File: src/common/move_exec_pkg.sv
// Constants, opcodes and decode for the move execution unit
package move_exec_pkg;
    // Register byte offsets
    localparam logic [7:0] REG_INSTR  = 8'h00;
    localparam logic [7:0] REG_ACC    = 8'h04;
    localparam logic [7:0] REG_BANK   = 8'h08;
    localparam logic [7:0] REG_PAGE   = 8'h0c;
    localparam logic [7:0] REG_OPTION = 8'h10;
    localparam logic [7:0] REG_PTR0   = 8'h14;
    localparam logic [7:0] REG_PTR1   = 8'h18;
    localparam logic [7:0] REG_STATUS = 8'h1c;
    localparam logic [7:0] REG_PC     = 8'h20;
    localparam logic [7:0] REG_MADDR  = 8'h24;
    localparam logic [7:0] REG_MDATA  = 8'h28;
    localparam logic [7:0] REG_EA     = 8'h2c;
    localparam logic [7:0] REG_LAST   = 8'h2c;
    // Reset values
    localparam logic [7:0]  RST_ACC    = 8'h00;
    localparam logic [4:0]  RST_BANK   = 5'h00;
    localparam logic [6:0]  RST_PAGE   = 7'h00;
    localparam logic [7:0]  RST_OPTION = 8'hff;
    localparam logic [15:0] RST_PTR    = 16'h0000;
    localparam logic [7:0]  RST_STATUS = 8'h00;
    localparam logic [14:0] RST_PC     = 15'h0000;
    localparam logic [13:0] RST_INSTR  = 14'h0000;
    localparam logic [7:0]  RST_MADDR  = 8'h00;
    localparam logic [15:0] RST_EA     = 16'h0000;
    // Whole-word opcodes, and patterns on the upper instruction bits
    localparam logic [13:0] OPC_IDLE   = 14'h0000;
    localparam logic [13:0] OPC_OPTION = 14'h0062;
    localparam logic [8:0]  PAT_BANK   = 9'h001;
    localparam logic [6:0]  PAT_PAGE   = 7'h63;
    localparam logic [5:0]  PAT_ACCLIT = 6'h30;
    localparam logic [6:0]  PAT_STFILE = 7'h01;
    localparam logic [10:0] PAT_STIND  = 11'h003;
    localparam logic [6:0]  PAT_STREL  = 7'h7f;
    // Field positions
    localparam int unsigned IND_SEL_POS = 2;
    localparam int unsigned REL_SEL_POS = 6;
    localparam int unsigned PROG_BIT    = 15;
    localparam logic [5:0]  FILE_IND    = 6'h00;
    // Bus answers
    localparam logic [1:0] RESP_OKAY   = 2'b00;
    localparam logic [1:0] RESP_SLVERR = 2'b10;

    typedef enum logic [3:0] {
        OP_IDLE, OP_BANK, OP_PAGE, OP_ACCLIT, OP_STFILE,
        OP_STIND, OP_STREL, OP_OPTION, OP_BAD
    } op_t;

    function automatic op_t decode_op(input logic [13:0] i);
        if (i == OPC_IDLE)            return OP_IDLE;
        else if (i == OPC_OPTION)     return OP_OPTION;
        else if (i[13:5] == PAT_BANK) return OP_BANK;
        else if (i[13:7] == PAT_PAGE) return OP_PAGE;
        else if (i[13:8] == PAT_ACCLIT) return OP_ACCLIT;
        else if (i[13:7] == PAT_STFILE) return OP_STFILE;
        else if (i[13:3] == PAT_STIND) return OP_STIND;
        else if (i[13:7] == PAT_STREL) return OP_STREL;
        else                          return OP_BAD;
    endfunction
endpackage

File: src/rtl/data_ram.sv
// Data memory, 256 bytes, registered read port
`timescale 1ns/1ps
module data_ram (
    input  wire logic       aclk,
    input  wire logic       aresetn,
    input  wire logic       we,
    input  wire logic [7:0] waddr,
    input  wire logic [7:0] wdata,
    input  wire logic [7:0] raddr,
    output logic      [7:0] rdata
);
    logic [7:0] mem [0:255];
    logic [7:0] rdata_q;

    always_ff @(posedge aclk) begin
        if (we) begin
            mem[waddr] <= wdata;
        end
    end

    // Content is undefined until written; only the read register resets
    always_ff @(posedge aclk) begin
        if (!aresetn) begin
            rdata_q <= 8'h00;
        end else begin
            rdata_q <= mem[raddr];
        end
    end

    assign rdata = rdata_q;
endmodule // data_ram

File: src/rtl/move_exec.sv
// Literal and indirect move execution unit with AXI4-Lite access
`timescale 1ns/1ps
////////////////////////////////////////////////////////////////////////////////
// How it works
// RULE1: Bank load puts its 5-bit immediate in bank select, flags untouched.
// RULE2: Page latch load puts its 7-bit immediate in program counter high latch.
// RULE3: Accumulator literal load puts 8-bit immediate in accumulator, one cycle.
// RULE4: File store copies accumulator to file register selected by 7-bit address.
// RULE5: Indirect store writes accumulator at pointer plus/minus one, offset, or itself.
// RULE6: Update code 00 pre-inc, 01 pre-dec, 10 post-inc, 11 post-dec.
// RULE7: Relative form stores at pointer plus signed 6-bit offset; pointer kept.
// RULE8: Pointers are 16 bits and wrap modulo 65536 on increment or decrement.
// RULE9: Pointer updates never touch the status flags.
// RULE10: Indirect data port addresses hold nothing; access goes through pointer.
// RULE11: Option load copies accumulator into option register, flags untouched.
// RULE12: Idle instruction only advances program counter, one cycle.
// RULE13: Pointer is a full 16-bit address spanning program and data space.
module move_exec (
    input  wire logic        aclk,
    input  wire logic        aresetn,
    input  wire logic [7:0]  awaddr,
    input  wire logic        awvalid,
    output logic             awready,
    input  wire logic [31:0] wdata,
    input  wire logic [3:0]  wstrb,
    input  wire logic        wvalid,
    output logic             wready,
    output logic [1:0]       bresp,
    output logic             bvalid,
    input  wire logic        bready,
    input  wire logic [7:0]  araddr,
    input  wire logic        arvalid,
    output logic             arready,
    output logic [31:0]      rdata,
    output logic [1:0]       rresp,
    output logic             rvalid,
    input  wire logic        rready
);
    ////////////////////////////////////////////////////////////////////////////
    logic [7:0]               aw_addr_q;
    logic                     aw_have_q;
    logic [31:0]              w_data_q;
    logic [3:0]               w_strb_q;
    logic                     w_have_q;
    logic                     bvalid_q;
    logic [1:0]               bresp_q;
    logic                     rvalid_q;
    logic [31:0]              rdata_q;
    logic [1:0]               rresp_q;
    logic                     wr_go;
    logic [31:0]              regv [0:15];
    logic [31:0]              wr_val;
    logic [7:0]               acc_q;
    logic [4:0]               bank_select_register_q;
    logic [6:0]               program_counter_high_latch_q;
    logic [7:0]               option_q;
    logic [15:0]              ptr0_q;
    logic [15:0]              ptr1_q;
    logic [7:0]               status_q;
    logic [14:0]              pc_q;
    logic [13:0]              instr_q;
    logic [7:0]               mem_addr_q;
    logic [15:0]              last_ea_q;
    logic                     drop_q;
    logic [7:0]               mem_rdata;
    logic                     exec_go;
    logic [13:0]              instr;
    move_exec_pkg::op_t       op;
    logic                     sel_n;
    logic [15:0]              ptr;
    logic [15:0]              ptr_inc;
    logic [15:0]              ptr_dec;
    logic [15:0]              ofs;
    logic [15:0]              ea;
    logic [15:0]              ptr_new;
    logic                     ptr_upd;
    logic                     store;
    logic                     mem_we;
    ////////////////////////////////////////////////////////////////////////////
    // AXI4-Lite write side: address and data taken in either order
    assign awready = !aw_have_q;
    assign wready  = !w_have_q;
    assign bvalid  = bvalid_q;
    assign bresp   = bresp_q;
    assign wr_go   = aw_have_q && w_have_q && !bvalid_q;
    always_ff @(posedge aclk) begin
        if (!aresetn) begin
            aw_have_q <= 1'b0;
            aw_addr_q <= 8'h00;
        end else if (awvalid && awready) begin
            aw_have_q <= 1'b1;
            aw_addr_q <= awaddr;
        end else if (wr_go) begin
            aw_have_q <= 1'b0;
        end
    end

    always_ff @(posedge aclk) begin
        if (!aresetn) begin
            w_have_q <= 1'b0;
            w_data_q <= 32'h0000_0000;
            w_strb_q <= 4'h0;
        end else if (wvalid && wready) begin
            w_have_q <= 1'b1;
            w_data_q <= wdata;
            w_strb_q <= wstrb;
        end else if (wr_go) begin
            w_have_q <= 1'b0;
        end
    end

    always_ff @(posedge aclk) begin
        if (!aresetn) begin
            bvalid_q <= 1'b0;
            bresp_q  <= move_exec_pkg::RESP_OKAY;
        end else if (wr_go) begin
            bvalid_q <= 1'b1;
            bresp_q  <= (aw_addr_q <= move_exec_pkg::REG_LAST && aw_addr_q[1:0] == 2'b00)
                        ? move_exec_pkg::RESP_OKAY : move_exec_pkg::RESP_SLVERR;
        end else if (bready) begin
            bvalid_q <= 1'b0;
        end
    end

    ////////////////////////////////////////////////////////////////////////////
    // Register view, indexed by word; unmapped words read zero
    always_comb begin
        for (int i = 0; i < 16; i++) begin
            regv[i] = 32'h0000_0000;
        end
        regv[move_exec_pkg::REG_INSTR[5:2]]  = {18'h00000, instr_q};
        regv[move_exec_pkg::REG_ACC[5:2]]    = {24'h000000, acc_q};
        regv[move_exec_pkg::REG_BANK[5:2]]   = {27'h0000000, bank_select_register_q};
        regv[move_exec_pkg::REG_PAGE[5:2]]   = {25'h0000000, program_counter_high_latch_q};
        regv[move_exec_pkg::REG_OPTION[5:2]] = {24'h000000, option_q};
        regv[move_exec_pkg::REG_PTR0[5:2]]   = {16'h0000, ptr0_q};
        regv[move_exec_pkg::REG_PTR1[5:2]]   = {16'h0000, ptr1_q};
        regv[move_exec_pkg::REG_STATUS[5:2]] = {24'h000000, status_q};
        regv[move_exec_pkg::REG_PC[5:2]]     = {17'h00000, pc_q};
        regv[move_exec_pkg::REG_MADDR[5:2]]  = {24'h000000, mem_addr_q};
        regv[move_exec_pkg::REG_MDATA[5:2]]  = {24'h000000, mem_rdata};
        regv[move_exec_pkg::REG_EA[5:2]]     = {15'h0000, drop_q, last_ea_q};
    end
    // Byte strobes merge into the current register value
    always_comb begin
        wr_val = regv[aw_addr_q[5:2]];
        for (int i = 0; i < 4; i++) begin
            if (w_strb_q[i]) begin
                wr_val[8*i+:8] = w_data_q[8*i+:8];
            end
        end
    end

    ////////////////////////////////////////////////////////////////////////////
    // AXI4-Lite read side, one answer at a time
    assign arready = !rvalid_q;
    assign rvalid  = rvalid_q;
    assign rdata   = rdata_q;
    assign rresp   = rresp_q;
    always_ff @(posedge aclk) begin
        if (!aresetn) begin
            rvalid_q <= 1'b0;
            rdata_q  <= 32'h0000_0000;
            rresp_q  <= move_exec_pkg::RESP_OKAY;
        end else if (arvalid && arready) begin
            rvalid_q <= 1'b1;
            if (araddr <= move_exec_pkg::REG_LAST && araddr[1:0] == 2'b00) begin
                rdata_q <= regv[araddr[5:2]];
                rresp_q <= move_exec_pkg::RESP_OKAY;
            end else begin
                rdata_q <= 32'h0000_0000;
                rresp_q <= move_exec_pkg::RESP_SLVERR;
            end
        end else if (rready) begin
            rvalid_q <= 1'b0;
        end
    end

    ////////////////////////////////////////////////////////////////////////////
    // Instruction decode and address generation
    assign exec_go = wr_go && aw_addr_q == move_exec_pkg::REG_INSTR;
    assign instr   = w_data_q[13:0];
    assign op      = move_exec_pkg::decode_op(instr);
    always_comb begin
        unique case (op)
            move_exec_pkg::OP_STREL:  sel_n = instr[move_exec_pkg::REL_SEL_POS];
            move_exec_pkg::OP_STFILE: sel_n = instr[0];
            default:                  sel_n = instr[move_exec_pkg::IND_SEL_POS];
        endcase
    end
    assign ptr     = sel_n ? ptr1_q : ptr0_q;
    assign ptr_inc = ptr + 16'h0001; // RULE8
    assign ptr_dec = ptr - 16'h0001; // RULE8
    assign ofs     = {{10{instr[5]}}, instr[5:0]};
    always_comb begin
        ea      = ptr;
        ptr_new = ptr;
        ptr_upd = 1'b0;
        store   = 1'b0;
        unique case (op)
            move_exec_pkg::OP_STIND: begin
                store   = 1'b1; // RULE5
                ptr_upd = 1'b1;
                ptr_new = instr[0] ? ptr_dec : ptr_inc; // RULE6
                ea      = instr[1] ? ptr : ptr_new; // RULE6
            end
            move_exec_pkg::OP_STREL: begin
                store = 1'b1;
                ea    = ptr + ofs; // RULE7
            end
            move_exec_pkg::OP_STFILE: begin
                store = 1'b1; // RULE4
                // Port addresses have no storage and go through the pointer
                if (instr[6:1] != move_exec_pkg::FILE_IND) begin // RULE10
                    ea = {8'h00, bank_select_register_q[0], instr[6:0]};
                end
            end
            default: ;
        endcase
    end
    // Program space is read-only here, so stores there are dropped
    assign mem_we = exec_go && store && !ea[move_exec_pkg::PROG_BIT]; // RULE13
    data_ram u_ram (
        .aclk    (aclk),
        .aresetn (aresetn),
        .we      (mem_we),
        .waddr   (ea[7:0]),
        .wdata   (acc_q),
        .raddr   (mem_addr_q),
        .rdata   (mem_rdata)
    );
    ////////////////////////////////////////////////////////////////////////////
    // Core registers
    always_ff @(posedge aclk) begin
        if (!aresetn) begin
            acc_q <= move_exec_pkg::RST_ACC;
        end else if (wr_go && aw_addr_q == move_exec_pkg::REG_ACC) begin
            acc_q <= wr_val[7:0];
        end else if (exec_go && op == move_exec_pkg::OP_ACCLIT) begin
            acc_q <= instr[7:0]; // RULE3
        end
    end
    always_ff @(posedge aclk) begin
        if (!aresetn) begin
            bank_select_register_q <= move_exec_pkg::RST_BANK;
        end else if (wr_go && aw_addr_q == move_exec_pkg::REG_BANK) begin
            bank_select_register_q <= wr_val[4:0];
        end else if (exec_go && op == move_exec_pkg::OP_BANK) begin
            bank_select_register_q <= instr[4:0]; // RULE1
        end
    end
    always_ff @(posedge aclk) begin
        if (!aresetn) begin
            program_counter_high_latch_q <= move_exec_pkg::RST_PAGE;
        end else if (wr_go && aw_addr_q == move_exec_pkg::REG_PAGE) begin
            program_counter_high_latch_q <= wr_val[6:0];
        end else if (exec_go && op == move_exec_pkg::OP_PAGE) begin
            program_counter_high_latch_q <= instr[6:0]; // RULE2
        end
    end
    always_ff @(posedge aclk) begin
        if (!aresetn) begin
            option_q <= move_exec_pkg::RST_OPTION;
        end else if (wr_go && aw_addr_q == move_exec_pkg::REG_OPTION) begin
            option_q <= wr_val[7:0];
        end else if (exec_go && op == move_exec_pkg::OP_OPTION) begin
            option_q <= acc_q; // RULE11
        end
    end
    always_ff @(posedge aclk) begin
        if (!aresetn) begin
            ptr0_q <= move_exec_pkg::RST_PTR;
            ptr1_q <= move_exec_pkg::RST_PTR;
        end else if (wr_go && aw_addr_q == move_exec_pkg::REG_PTR0) begin
            ptr0_q <= wr_val[15:0];
        end else if (wr_go && aw_addr_q == move_exec_pkg::REG_PTR1) begin
            ptr1_q <= wr_val[15:0];
        end else if (exec_go && ptr_upd && !sel_n) begin
            ptr0_q <= ptr_new; // RULE6
        end else if (exec_go && ptr_upd && sel_n) begin
            ptr1_q <= ptr_new; // RULE6
        end
    end
    // Flags change only by software; no move instruction writes them
    always_ff @(posedge aclk) begin
        if (!aresetn) begin
            status_q <= move_exec_pkg::RST_STATUS;
        end else if (wr_go && aw_addr_q == move_exec_pkg::REG_STATUS) begin
            status_q <= wr_val[7:0]; // RULE9
        end
    end
    // Unknown opcodes are ignored and do not advance the counter
    always_ff @(posedge aclk) begin
        if (!aresetn) begin
            pc_q    <= move_exec_pkg::RST_PC;
            instr_q <= move_exec_pkg::RST_INSTR;
        end else if (exec_go) begin
            instr_q <= instr;
            if (op != move_exec_pkg::OP_BAD) begin
                pc_q <= pc_q + 15'h0001; // RULE12
            end
        end
    end
    always_ff @(posedge aclk) begin
        if (!aresetn) begin
            last_ea_q <= move_exec_pkg::RST_EA;
            drop_q    <= 1'b0;
        end else if (exec_go && store) begin
            last_ea_q <= ea;
            drop_q    <= ea[move_exec_pkg::PROG_BIT]; // RULE13
        end
    end
    always_ff @(posedge aclk) begin
        if (!aresetn) begin
            mem_addr_q <= move_exec_pkg::RST_MADDR;
        end else if (wr_go && aw_addr_q == move_exec_pkg::REG_MADDR) begin
            mem_addr_q <= wr_val[7:0];
        end
    end
endmodule // move_exec

File: config.mk
export PLATFORM = sky130hd
export DESIGN_NAME = move_exec
export DESIGN_NICKNAME = d
export VERILOG_FILES = /design/src/common/move_exec_pkg.sv /design/src/rtl/data_ram.sv /design/src/rtl/move_exec.sv
export SDC_FILE = /design/constraint.sdc
export NUM_CORES = 2
export LEC_CHECK = 0
export BUFFER_PORTS_ARGS = -buffer_cell sky130_fd_sc_hd__buf_4
export CORE_MARGIN = 2
export CORE_UTILIZATION = 40
export DETAILED_ROUTE_END_ITERATION = 16
export GPL_ROUTABILITY_DRIVEN = 0
export PLACE_DENSITY = 0.6
export SKIP_CTS_REPAIR_TIMING = 1
export SYNTH_ARGS = -nofsm -noshare
export SYNTH_HDL_FRONTEND = slang
export SYNTH_SLANG_ARGS = --single-unit
File: constraint.sdc
create_clock -name aclk -period 11.37 [get_ports aclk]
set_clock_uncertainty 0.15 [all_clocks]
set_input_delay 0.5685 -clock aclk [delete_from_list [all_inputs] [get_ports aclk]]
set_output_delay 0.5685 -clock aclk [all_outputs]
set_load 0.05 [all_outputs]
==> reports/metrics.yaml <==
status: "finished clean"
wl_per_cell_um: 28.4
routed-via-count: 46184
numPortBuffers: 64
reg2reg_slack_ns: 3.74
multi_input_area_sq_mm: 0.0245
max-cap-violations: 0
grt_pass1_vias: 45800
htree_levels: 4
worst_pin_slew_ns: 1.32
layout-drive-gt1-share_pct: 25.6
setup_viol: 0
worstRegToRegCells: 19
start_kind: "flip-flop"
syn_avg_cell_area_sq_um: 19.5
synthArstFlopShare_pct: 0
yosys.area.top_type: "edfxtp_1"
pin_count: 100
cts_made_buffers: 222
hpwl_um: 135000
rr_endpoint: "u_ram.mem[17][1]"
final_hold_viol_count: 0
synthFlopType: "edfxtp_1"
synth_area_sq_mm: 0.0909
r2r-start: "w_data_q[7]"
fillCellCount: 18963
ys_seq_elements: 2226
synth_adder_area_share_pct: 0.512
arrival_ns: 7.93
ys_seq_area_share_pct: 71.6
worst-setup-path-type: "reg2reg"
num_rows: 174
mostFrequentLayoutCells: "edfxtp_1, mux4_2, nor2_1"
leakagePower_nw: 31.1
ff_latch_area_sq_mm: 0.0651
synth-simple-area-share_pct: 3.92
relSlewSlack_pct: 11.6
synth_top_area_share_pct: 67.7
rsz0062_at_grt: "false"
synth_cells: 4651
crit_end: "u_ram.mem[17][1]"
muxShareOfSynthArea_pct: 18.7
fin_nets: 4868
period_minus_slack_ns: 7.63
min_period_over_period_pct: 67.1
antenna_found_initial: 9
grt_max_degree: 217
cp_max_fo: 20
root_buffer: "clkbuf_16"
tns_ns: 0
clockBufferDepth: 3
drc: 0
clk_pin_slew_ns: 0.06
synth_compound_area_share_pct: 3.35
tritoncts: "done"
grt_pass1_wl_um: 327000
finish.utilization_pct: 45.2
powerDensity_mw_per_mm2: 158
die_area_sq_mm: 0.231
clock-sinks: 2226
final_common_cell: "edfxtp_1"
synth_xor_area_share_pct: 0.408
ir_drop_mv: 0.153
start_util_pct: 40.3
dr.first_iter.drc_count: 5272
crit_path_end_kind: "flip-flop"
clkLatencyLatePin_ns: 0.87
track_usage_pct: 19.4
die_w_um: 481
syn_to_final_growth_pct: 12.1
min-delay-path-class: "in2reg"
ant_nets: 0
yosysWarnings: 0
wl_um: 226000
via_per_inst: 5.81
cp-startpoint: "w_data_q[7]"
dieHeight_um: 481
synth_top_family_by_area: "multiplexers"
overflow: 0
ys_types: 91
synth_edf_count: 2048
dr.pass1.iters: 7
clock.fmax_mhz: 131
core_sq_mm: 0.225
crit_required_ns: 11.67
drv_slew: 0
synth.area.top_cells: "edfxtp_1, mux4_2, dfxtp_1, nor2_1, nand2_1"
layout make-up:
cell class                 count  area share [%]
tap                         2992            3.68
timing repair buffer         180            1.49
inverter                      25          0.0946
multi-input combinational   2118            24.1
antenna                        4         0.00983
clock buffer                 278            5.66
sequential                  2226            63.9
clock inverter               131            1.10
synthesized netlist by cell type, types with 4 or more instances:
library cell and number:
a21oi_1 128, o211ai_2 5, a221oi_1 14, o22ai_1 24, buf_2 8, o2bb2ai_1 9
and3_1 11, a31oi_1 12, clkbuf_1 200, buf_4 20, or3_1 7, a22oi_1 56
nor2_2 27, or4_1 4, nor2b_1 13, ha_1 34, a211oi_4 5, nand3_1 29
nand2b_1 10, mux4_2 722, nor4_1 11, dfxtp_1 178, nor3_1 19, o211ai_4 12
o21ai_0 57, o21a_1 14, a211oi_1 24, o221ai_1 5, nand4_1 17, o31ai_1 4
buf_6 12, nand2_1 230, and2_1 21, buf_1 57, mux2i_1 57, o211ai_1 4
inv_1 23, nor2_1 397, edfxtp_1 2048, mux2_2 9, xor2_1 18, xnor2_1 15
a311oi_1 5, a21o_1 12
metrics by stage:
stage	setup slack, ns	std cells	area, sq um	hold slack [ns]	power (mW)
final	3.74	7954	102000	0.0500	16.1
after global routing	3.31	7951	102000	0.0160	16.5
after CTS	3.79	7918	102000	-0.309	16.2
after detailed placement	3.85	7509	94700	0.308	9.26
after global placement	3.86	7509	94700	0.299	9.26
after floorplan	5.44	4667	90900	0.286	9.18
power breakdown:
group | leakage [nW] | switching (mW) | total (mW) | internal (mW)
logic | 7.31 | 0.181 | 0.257 | 0.0764
registers | 20.4 | 0.0172 | 8.84 | 8.82
clock network | 3.33 | 3.13 | 6.96 | 3.83
total | 31.1 | 3.33 | 16.1 | 12.7
worst max-delay path: stages (launching register included):
cell	delay, ns
dfxtp_1	0.78
nand4_1	0.24
or2_1	0.28
buf_4	0.22
and3_4	0.23
nor3_4	0.30
buf_4	0.34
nand2_1	0.09
nand2_1	0.17
inv_1	0.08
fa_1	0.43
nand3b_1	0.21
a21oi_1	0.21
o21a_1	0.19
nor3_1	0.05
a221oi_1	0.46
o21ai_0	0.32
nor2_1	0.84
nand2_1	0.73
nor2_1	0.87
sequential cells by signal (all words and copies together) (netlist names), 2 cells and up:
register,cells
acc_q,8
aw_addr_q,8
bank_select_register_q,5
instr_q,14
last_ea_q,16
mem_addr_q,8
option_q,8
pc_q,15
program_counter_high_latch_q,7
ptr0_q,16
ptr1_q,16
rdata,17
status_q,8
u_ram.mem,2048
u_ram.rdata,8
w_data_q,16
w_strb_q,2
worst min path at each step:
stage / start / slack, ns / depth (start not counted) / to
4_1_cts: rready / -0.31 / 2 / rvalid
5_1_grt: aresetn / 0.02 / 2 / option_q[5]
3_3_place_gp: rdata[16] / 0.30 / 2 / rdata[16]
3_5_place_dp: rdata[16] / 0.31 / 2 / rdata[16]
2_1_floorplan: w_data_q[14] / 0.29 / 2 / w_data_q[14]
6_report: aresetn / 0.05 / 2 / option_q[5]
routing by layer:
metal | track usage [%] | vias to the layer above | routed length (um)
met4 | 4.81 | 4 | 4890
met1 | 28.6 | 24880 | 98300
met3 | 2.88 | 289 | 14700
li1 | - | 19360 | -
met2 | 30.4 | 1651 | 108000
met5 | 0 | - | 27
logic make-up (layout without fill, tap and decap cells):
family,count (synthesis),in the layout
adder cells (fa/ha/maj),36,36
buffers and inverters,323,614
multiplexers,789,789
AO/OA/AOI/OAI,424,424
AND/OR/NAND/NOR,815,815
flip-flops,2226,2226
XOR/XNOR,37,37
other,1,21
Power figures use the tool's default switching activity.
